File: config.mk
export PLATFORM = sky130hd
export DESIGN_NAME = accumulator_transfer_decode
export DESIGN_NICKNAME = d
export VERILOG_FILES = /design/src/include/acc_transfer_pkg.sv /design/src/core/accumulator_transfer_decode.sv /design/src/core/transfer_opcode_decode.sv
export SDC_FILE = /design/constraint.sdc
export NUM_CORES = 1
export LEC_CHECK = 0
export ABC_CLOCK_PERIOD_IN_PS = 5120
export BUFFER_PORTS_ARGS = -buffer_cell sky130_fd_sc_hd__buf_4
export CORE_UTILIZATION = 50
export DETAILED_ROUTE_END_ITERATION = 6
export PLACE_DENSITY = 0.9
export SLEW_MARGIN = 20
export SYNTH_ARGS = -nofsm -noshare
export SYNTH_HDL_FRONTEND = slang
export SYNTH_HIERARCHICAL = 1
export SYNTH_SLANG_ARGS = --single-unit
File: constraint.sdc
create_clock -name ref_clk -period 5.12 [get_ports ref_clk]
set_input_delay 0.256 -clock ref_clk [delete_from_list [all_inputs] [get_ports ref_clk]]
set_output_delay 0.256 -clock ref_clk [all_outputs]
set_load 0.02 [all_outputs]
File: src/include/acc_transfer_pkg.sv
// Shared opcodes, widths and reset values for the accumulator transfer logic.
package acc_transfer_pkg;

  localparam int INSTR_W = 10;
  localparam int ACC_W   = 4;
  localparam int Z_W     = 2;
  localparam int D_W     = 3;

  // One-word opcodes of the transfer group.
  localparam logic [INSTR_W-1:0] OPC_READ_TIMER_CTRL_FOUR = 10'h24e;
  localparam logic [INSTR_W-1:0] OPC_READ_TIMER_CTRL_FIVE = 10'h24f;
  localparam logic [INSTR_W-1:0] OPC_READ_TIMER_CTRL_SIX  = 10'h250;
  localparam logic [INSTR_W-1:0] OPC_READ_POINTER_X       = 10'h052;
  localparam logic [INSTR_W-1:0] OPC_READ_POINTER_Y       = 10'h01f;
  localparam logic [INSTR_W-1:0] OPC_READ_POINTER_Z       = 10'h053;
  localparam logic [INSTR_W-1:0] OPC_WRITE_B_FROM_ACC     = 10'h00e;
  localparam logic [INSTR_W-1:0] OPC_WRITE_D_FROM_ACC     = 10'h029;

  localparam logic [ACC_W-1:0] ACC_RESET   = 4'h0;
  localparam logic [ACC_W-1:0] B_RESET     = 4'h0;
  localparam logic [D_W-1:0]   D_RESET     = 3'h0;
  localparam logic             CARRY_RESET = 1'b0;

  // Cycles from an accepted instruction to its visible result.
  localparam int EXEC_CYCLES = 1;

  typedef enum logic [8:0] {
    OP_NONE                 = 9'h001,
    OP_READ_TIMER_CTRL_FOUR = 9'h002,
    OP_READ_TIMER_CTRL_FIVE = 9'h004,
    OP_READ_TIMER_CTRL_SIX  = 9'h008,
    OP_READ_POINTER_X       = 9'h010,
    OP_READ_POINTER_Y       = 9'h020,
    OP_READ_POINTER_Z       = 9'h040,
    OP_WRITE_B_FROM_ACC     = 9'h080,
    OP_WRITE_D_FROM_ACC     = 9'h100
  } transfer_op_t;

endpackage

File: src/core/accumulator_transfer_decode.sv
// Execute unit for the accumulator transfer instructions of a 4-bit core.
//
// How it works
// - The read-timer-control-four opcode copies timer control four into the accumulator in one cycle with carry kept.
// - The read-timer-control-five opcode loads timer control five into the accumulator in one cycle with carry kept.
// - The read-timer-control-six opcode places timer control six in the accumulator in one cycle with carry kept.
// - The read-X opcode copies pointer X into the accumulator in one cycle, with no skip and carry kept.
// - The read-Y opcode copies register Y into the accumulator in one cycle, with no skip and carry kept.
// - The read-Z opcode puts Z in accumulator bits 1..0 and zeros bits 3..2 in one cycle.
// - The write-B opcode copies the accumulator into register B in one cycle, with no skip and carry kept.
// - The write-D opcode loads register D from accumulator bits 2..0 in one cycle, with no skip and carry kept.
`timescale 1ns/100ps
`default_nettype none
module accumulator_transfer_decode #(
  parameter int DATA_W = acc_transfer_pkg::ACC_W
) (
  input  wire logic                                 ref_clk,
  input  wire logic                                 reset_n,
  input  wire logic                                 ce,
  input  wire logic                                 instr_valid,
  input  wire logic [acc_transfer_pkg::INSTR_W-1:0] instr,
  input  wire logic [DATA_W-1:0]                    timer_control_four,
  input  wire logic [DATA_W-1:0]                    timer_control_five,
  input  wire logic [DATA_W-1:0]                    timer_control_six,
  input  wire logic [DATA_W-1:0]                    pointer_x,
  input  wire logic [DATA_W-1:0]                    pointer_y,
  input  wire logic [acc_transfer_pkg::Z_W-1:0]     pointer_z,
  input  wire logic                                 acc_wr_en,
  input  wire logic [DATA_W-1:0]                    acc_wr_data,
  input  wire logic                                 carry_wr_en,
  input  wire logic                                 carry_wr_data,
  output logic      [DATA_W-1:0]                    acc,
  output logic      [DATA_W-1:0]                    reg_b,
  output logic      [acc_transfer_pkg::D_W-1:0]     reg_d,
  output logic                                      carry_flag,
  output logic                                      skip,
  output logic                                      op_hit
);
  import acc_transfer_pkg::*;

  if (DATA_W != ACC_W) begin : g_width_check
    $error("DATA_W must equal the 4-bit accumulator width");
  end

  transfer_op_t      op;
  logic              fire;
  logic [DATA_W-1:0] acc_r;
  logic [DATA_W-1:0] acc_nxt;
  logic [DATA_W-1:0] b_r;
  logic [DATA_W-1:0] b_nxt;
  logic [D_W-1:0]    d_r;
  logic [D_W-1:0]    d_nxt;
  logic              carry_r;
  logic              carry_nxt;

  transfer_opcode_decode transfer_opcode_decode_inst (
    .instr (instr),
    .op    (op)
  );

  // An accepted instruction of this group; the core strobes one per cycle.
  assign fire   = ce && instr_valid && (op != OP_NONE);
  assign op_hit = fire;
  // No instruction of this group ever skips the next one.
  assign skip   = 1'b0;

  function automatic logic [DATA_W-1:0] zero_extend_z(
    input logic [Z_W-1:0] z
  );
    return {{(DATA_W-Z_W){1'b0}}, z};
  endfunction

  // Accumulator group. A decoded transfer wins over a write from another
  // instruction unit, since only one instruction executes per cycle and a
  // clash means the core driving both is already broken.
  always_comb begin
    acc_nxt = acc_r;
    if (ce) begin
      if (fire) begin
        case (op)
          OP_READ_TIMER_CTRL_FOUR: acc_nxt = timer_control_four;
          OP_READ_TIMER_CTRL_FIVE: acc_nxt = timer_control_five;
          OP_READ_TIMER_CTRL_SIX:  acc_nxt = timer_control_six;
          OP_READ_POINTER_X:       acc_nxt = pointer_x;
          OP_READ_POINTER_Y:       acc_nxt = pointer_y;
          OP_READ_POINTER_Z:       acc_nxt = zero_extend_z(pointer_z);
          default:                 acc_nxt = acc_r;
        endcase
      end else if (acc_wr_en) begin
        acc_nxt = acc_wr_data;
      end
    end
  end

  always_ff @(posedge ref_clk or negedge reset_n) begin
    if (!reset_n) begin
      acc_r <= ACC_RESET;
    end else begin
      acc_r <= acc_nxt;
    end
  end

  // Registers B and D take the accumulator as it stands before the edge.
  always_comb begin
    b_nxt = b_r;
    d_nxt = d_r;
    if (fire && op == OP_WRITE_B_FROM_ACC) begin
      b_nxt = acc_r;
    end
    if (fire && op == OP_WRITE_D_FROM_ACC) begin
      d_nxt = acc_r[D_W-1:0];
    end
  end

  always_ff @(posedge ref_clk or negedge reset_n) begin
    if (!reset_n) begin
      b_r <= B_RESET;
      d_r <= D_RESET;
    end else begin
      b_r <= b_nxt;
      d_r <= d_nxt;
    end
  end

  // Carry is owned by other instructions; this group never writes it, and a transfer blocks their carry write in the same cycle.
  always_comb begin
    carry_nxt = carry_r;
    if (ce && carry_wr_en && !fire) begin
      carry_nxt = carry_wr_data;
    end
  end

  always_ff @(posedge ref_clk or negedge reset_n) begin
    if (!reset_n) begin
      carry_r <= CARRY_RESET;
    end else begin
      carry_r <= carry_nxt;
    end
  end

  assign acc        = acc_r;
  assign reg_b      = b_r;
  assign reg_d      = d_r;
  assign carry_flag = carry_r;

  property acc_loads_p(logic [8:0] code, logic [DATA_W-1:0] src);
    @(posedge ref_clk) disable iff (!reset_n)
    (fire && op == code) |=> (acc_r == $past(src)) && $stable(carry_r);
  endproperty

  timer_four_read_a: assert property (
    acc_loads_p(OP_READ_TIMER_CTRL_FOUR, timer_control_four))
    else $error("timer control four not copied to accumulator");

  timer_five_read_a: assert property (
    acc_loads_p(OP_READ_TIMER_CTRL_FIVE, timer_control_five))
    else $error("timer control five not copied to accumulator");

  timer_six_read_a: assert property (
    @(posedge ref_clk) disable iff (!reset_n)
    (fire && op == OP_READ_TIMER_CTRL_SIX) |->
      ##1 (acc_r == $past(timer_control_six)) && !$changed(carry_r))
    else $error("timer control six not copied to accumulator");

  pointer_x_read_a: assert property (
    @(posedge ref_clk) disable iff (!reset_n)
    (fire && op == OP_READ_POINTER_X) |-> !skip ##1
      (acc_r == $past(pointer_x)) && (carry_r == $past(carry_r)))
    else $error("pointer X not copied to accumulator");

  pointer_y_read_a: assert property (
    @(posedge ref_clk) disable iff (!reset_n)
    (fire && op == OP_READ_POINTER_Y) |-> !skip ##1
      (acc_r == $past(pointer_y)) && $stable(carry_r))
    else $error("register Y not copied to accumulator");

  pointer_z_read_a: assert property (
    @(posedge ref_clk) disable iff (!reset_n)
    (fire && op == OP_READ_POINTER_Z) |=>
      (acc_r[DATA_W-1:Z_W] == '0) && (acc_r[Z_W-1:0] == $past(pointer_z)))
    else $error("register Z not zero extended into accumulator");

  b_write_a: assert property (
    @(posedge ref_clk) disable iff (!reset_n)
    (fire && op == OP_WRITE_B_FROM_ACC) |=>
      (b_r == $past(acc_r)) && $stable(acc_r) && $stable(carry_r))
    else $error("register B not loaded from accumulator");

  d_write_a: assert property (
    @(posedge ref_clk) disable iff (!reset_n)
    (fire && op == OP_WRITE_D_FROM_ACC) |=>
      (d_r == $past(acc_r[D_W-1:0])) && $stable(carry_r) && $stable(b_r))
    else $error("register D not loaded from accumulator");

  freeze_hold_a: assert property (
    @(posedge ref_clk) disable iff (!reset_n)
    !ce |=> $stable(acc_r) && $stable(b_r) && $stable(d_r) && $stable(carry_r))
    else $error("state changed while clock enable was low");

  // A word outside the group must leave the accumulator, B and D of this unit alone,
  // so a decode alias would show up here rather than as a silent corruption.
  unknown_quiet_a: assert property (
    @(posedge ref_clk) disable iff (!reset_n)
    (ce && instr_valid && !fire && !acc_wr_en) |=>
      $stable(acc_r) && $stable(b_r) && $stable(d_r))
    else $error("word outside the group changed a register");

  acc_side_write_a: assert property (
    @(posedge ref_clk) disable iff (!reset_n)
    (ce && acc_wr_en && !fire) |=> (acc_r == $past(acc_wr_data)))
    else $error("side write to accumulator lost with no transfer");

  carry_clash_c: cover property (
    @(posedge ref_clk) disable iff (!reset_n)
    fire && carry_wr_en);

  timer_then_b_c: cover property (
    @(posedge ref_clk) disable iff (!reset_n)
    (fire && op == OP_READ_TIMER_CTRL_FOUR) ##1
    (fire && op == OP_WRITE_B_FROM_ACC));

  z_then_d_c: cover property (
    @(posedge ref_clk) disable iff (!reset_n)
    (fire && op == OP_READ_POINTER_Z) ##1
    (fire && op == OP_WRITE_D_FROM_ACC));

  stall_mid_c: cover property (
    @(posedge ref_clk) disable iff (!reset_n)
    (!ce && instr_valid && op != OP_NONE) ##1 fire);

endmodule
`default_nettype wire

File: src/core/transfer_opcode_decode.sv
// Combinational decoder from an instruction word to a transfer operation.
`timescale 1ns/100ps
`default_nettype none
module transfer_opcode_decode (
  input  wire logic [acc_transfer_pkg::INSTR_W-1:0] instr,
  output var acc_transfer_pkg::transfer_op_t        op
);
  import acc_transfer_pkg::*;

  always_comb begin
    case (instr)
      OPC_READ_TIMER_CTRL_FOUR: op = OP_READ_TIMER_CTRL_FOUR;
      OPC_READ_TIMER_CTRL_FIVE: op = OP_READ_TIMER_CTRL_FIVE;
      OPC_READ_TIMER_CTRL_SIX:  op = OP_READ_TIMER_CTRL_SIX;
      OPC_READ_POINTER_X:       op = OP_READ_POINTER_X;
      OPC_READ_POINTER_Y:       op = OP_READ_POINTER_Y;
      OPC_READ_POINTER_Z:       op = OP_READ_POINTER_Z;
      OPC_WRITE_B_FROM_ACC:     op = OP_WRITE_B_FROM_ACC;
      OPC_WRITE_D_FROM_ACC:     op = OP_WRITE_D_FROM_ACC;
      default:                  op = OP_NONE;
    endcase
  end

endmodule
`default_nettype wire

==> results.md <==
- Hold path cells: 2
- Warnings, synthesis: 6
- Uppermost layer routed: met4
- Period utilisation layout: 0.593
- Clock transition at path regs: about 0.070 ns
- Final slew viol count: 0
- Endpoints failing setup: 0
- Worst hold endpoint: carry_flag
- RSZ-0062 raised after global routing: no
- Critical Path Fanout Max: 7
- Hold_ws: 0.217 ns
- Max Cap Viol: 0
- Hold Fails Final Rpt: 0
- Largest net degree at the start of global routing: 13
- Area grow syn2layout: 39.3%
- Internal reg-to-reg setup slack: 4.31 ns
- CTS resizes: 0
- Cell accounting for the most synthesized area: dfrtp_1
- CTS Hold Bufs: 1
- Cells after Synth: 140
- Dominant cell by count in the synthesized netlist: dfrtp_1
- DR DRC count: 0
- Clock Tree Root: clkbuf_4
- Worst-skew pair later-pin latency: 0.27 ns
- CTS buffer count: 3
- Core Region: 2230 µm²
- Vias/cell: 6.15
- Post-DP HPWL: 2690 µm
- Netlist cell types: 45
- Initial Util: 0.531
- Async S/R FF share, synth: 1.00
- Post-route ant nets: 0
- R2R depth: 1
- Post-synth EDFFs: 0
- DIE HEIGHT: 50.7 µm
- Postcts setup bufs: 0
- Met1 wire length: 1330 µm
- Fmax: 0.329 GHz
- Power Density: 139 nW/µm²
- Min-Delay Path Class: in -> reg
- Fin crit period: 3.04 ns
- Worst slew pin tran: 0.942 ns
- Synth top area cells: dfrtp_1 (25%), mux2_2 (8.5%), nand3b_1 (4.4%)
- Launch point of the worst reg-to-reg path: acc[2]
- Crit path DAT: 3.19 ns
- Wirelength per Cell: about 15 µm
- H-tree Lvls: 1
- Setup TNS: 0 ns
- DR WL met3: 220 µm
- Worst Setup End Kind: register
- CTS sink cnt: 12
- Routed WL: 3220 µm
- Status: finished clean
- Via count: 1365
- Die ar.: 2570 µm²
- Share of the synthesized area in the top cell type: 0.253
- Die width: 50.7 µm
- Row cnt: 17
- Relative slew slack: 0.366
- Vias in the first global route: 1263
- Seq/Total Area, Yosys: 0.253
- N_diodes: 0
- Peak VDD IR: between 0.09 and 0.1 mV
- Max clock buf depth: 2
- Iter 0 DRT Violations: 74
- Gpl congestion: 0.869
- Startpoint types: primary input
- Post-Syn Area: between 1000 and 1500 µm²
- Clock skew: a little over 0.0007 ns
- Initial antenna violation count: 0
- #FFs+latches synth: 12
- Worst path required time: 5.28 ns
- Mean Syn Cell Area: 8.47 µm²
- TritonCTS clock tree: done
- Mapped Nets: 183
- Pre-Repair DR Iteration Count: 4
- RR Endpoint: reg_d[2]
- Ys flop type: dfrtp_1
- HP Start: carry_wr_data
- Synth top cells by count: dfrtp_1 (12), mux2_2 (9), nand2_1 (9), nor2_1 (9), inv_1 (8)
- # nets final: 239
- Met2 wire len: 1600 µm
- Share of layout cells above drive strength 1: 0.412
- # IOs: 57
- PortBufs: 55
- GRT overflow: 0
- Cell leakage power: 0.000781 µW
- Overall global routing resource usage: 0.271
- Crit Path Class: in -> reg
- First-pass GRT wire length: ~5300 µm
==> metrics by stage <==
stage | total power (µW) | std cells | worst slack, ns | instance area, µm² | util
after floorplan | 132 | 140 | 2.07 | 1190 | -
after global placement | 172 | 218 | 1.89 | 1610 | 0.723
after detailed placement | 174 | 218 | 1.71 | 1610 | 0.723
after CTS | 231 | 222 | 2.00 | 1650 | 0.737
after global routing | 243 | 222 | 1.88 | 1650 | 0.740
final | 230 | 222 | 2.08 | 1650 | 0.740
==> final cells by class <==
cell class,instances,area [µm²]
Sequential cell,12,300
Timing Repair Buffer,58,438
Multi-Input combinational cell,113,827
Fill cell,153,581
Clock buffer,3,22.5
Tap cell,28,35.0
Inverter,8,30.0
==> where the power goes <==
group | total, µW | leakage [µW] | switching (µW) | internal [µW]
Sequential | 106 | 0.000154 | 5.21 | 100
Combinational | 68.1 | 0.000614 | 30.5 | 37.7
Clock | 56.1 | 0.0000138 | 28.9 | 27.2
Total | 230 | 0.000781 | 64.6 | 165
==> routing by layer <==
layer  track usage  vias to the layer above
met5             0                        -
met4         0.125                        0
met3        0.0333                       10
met2         0.467                       78
met1         0.333                      621
li1              -                      656
==> layout by cell type, fill, tap and decap left out, drive strengths merged, types with 2 or more instances in the layout <==
cell	n
a2111oi	3
a211oi	6
a21boi	2
a21oi	6
a311oi	3
a31oi	2
and3	3
and3b	4
and4	2
buf	57
clkbuf	3
dfrtp	12
inv	8
mux2	9
nand2	9
nand2b	2
nand3	4
nand3b	7
nand4	3
nor2	11
nor3	7
nor3b	2
nor4	5
nor4b	2
o21ai	5
o32a	3
xor2	2
==> worst max path at each step <==
stage	start	to	slack, ns	cells after the start
2_1_floorplan	instr[7]	acc[1]	2.07	10
3_3_place_gp	instr[7]	acc[3]	1.89	10
3_5_place_dp	instr[7]	acc[2]	1.71	10
4_1_cts	instr[7]	acc[2]	2.00	10
5_1_grt	instr[7]	acc[2]	1.88	10
6_report	instr[7]	reg_b[1]	2.08	11
==> critical path, cell delays in order <==
cell and delay [ns]:
buf_4 0.11, nor2_2 0.11, nand2_1 0.11, or3_4 0.42, nor4_1 0.79, nor4_1 0.25, nand3_1 0.14, nand3_1 0.18
inv_1 0.18, nand4_1 0.28, mux2_2 0.37
==> cell families after synthesis <==
kind of cell,after synthesis,synth area share
AO/OA/AOI/OAI,37,0.247
multiplexers,9,0.0854
flip-flops,12,0.253
buffers and inverters,15,0.0549
other,1,0.00316
AND/OR/NAND/NOR,64,0.342
XOR/XNOR,2,0.0148
==> state kept, by name, indices dropped and copies added (netlist names) <==
signal	count
carry_flag	1
acc	4
reg_d	3
reg_b	4
No activity file was read; power rests on OpenSTA's default activity.
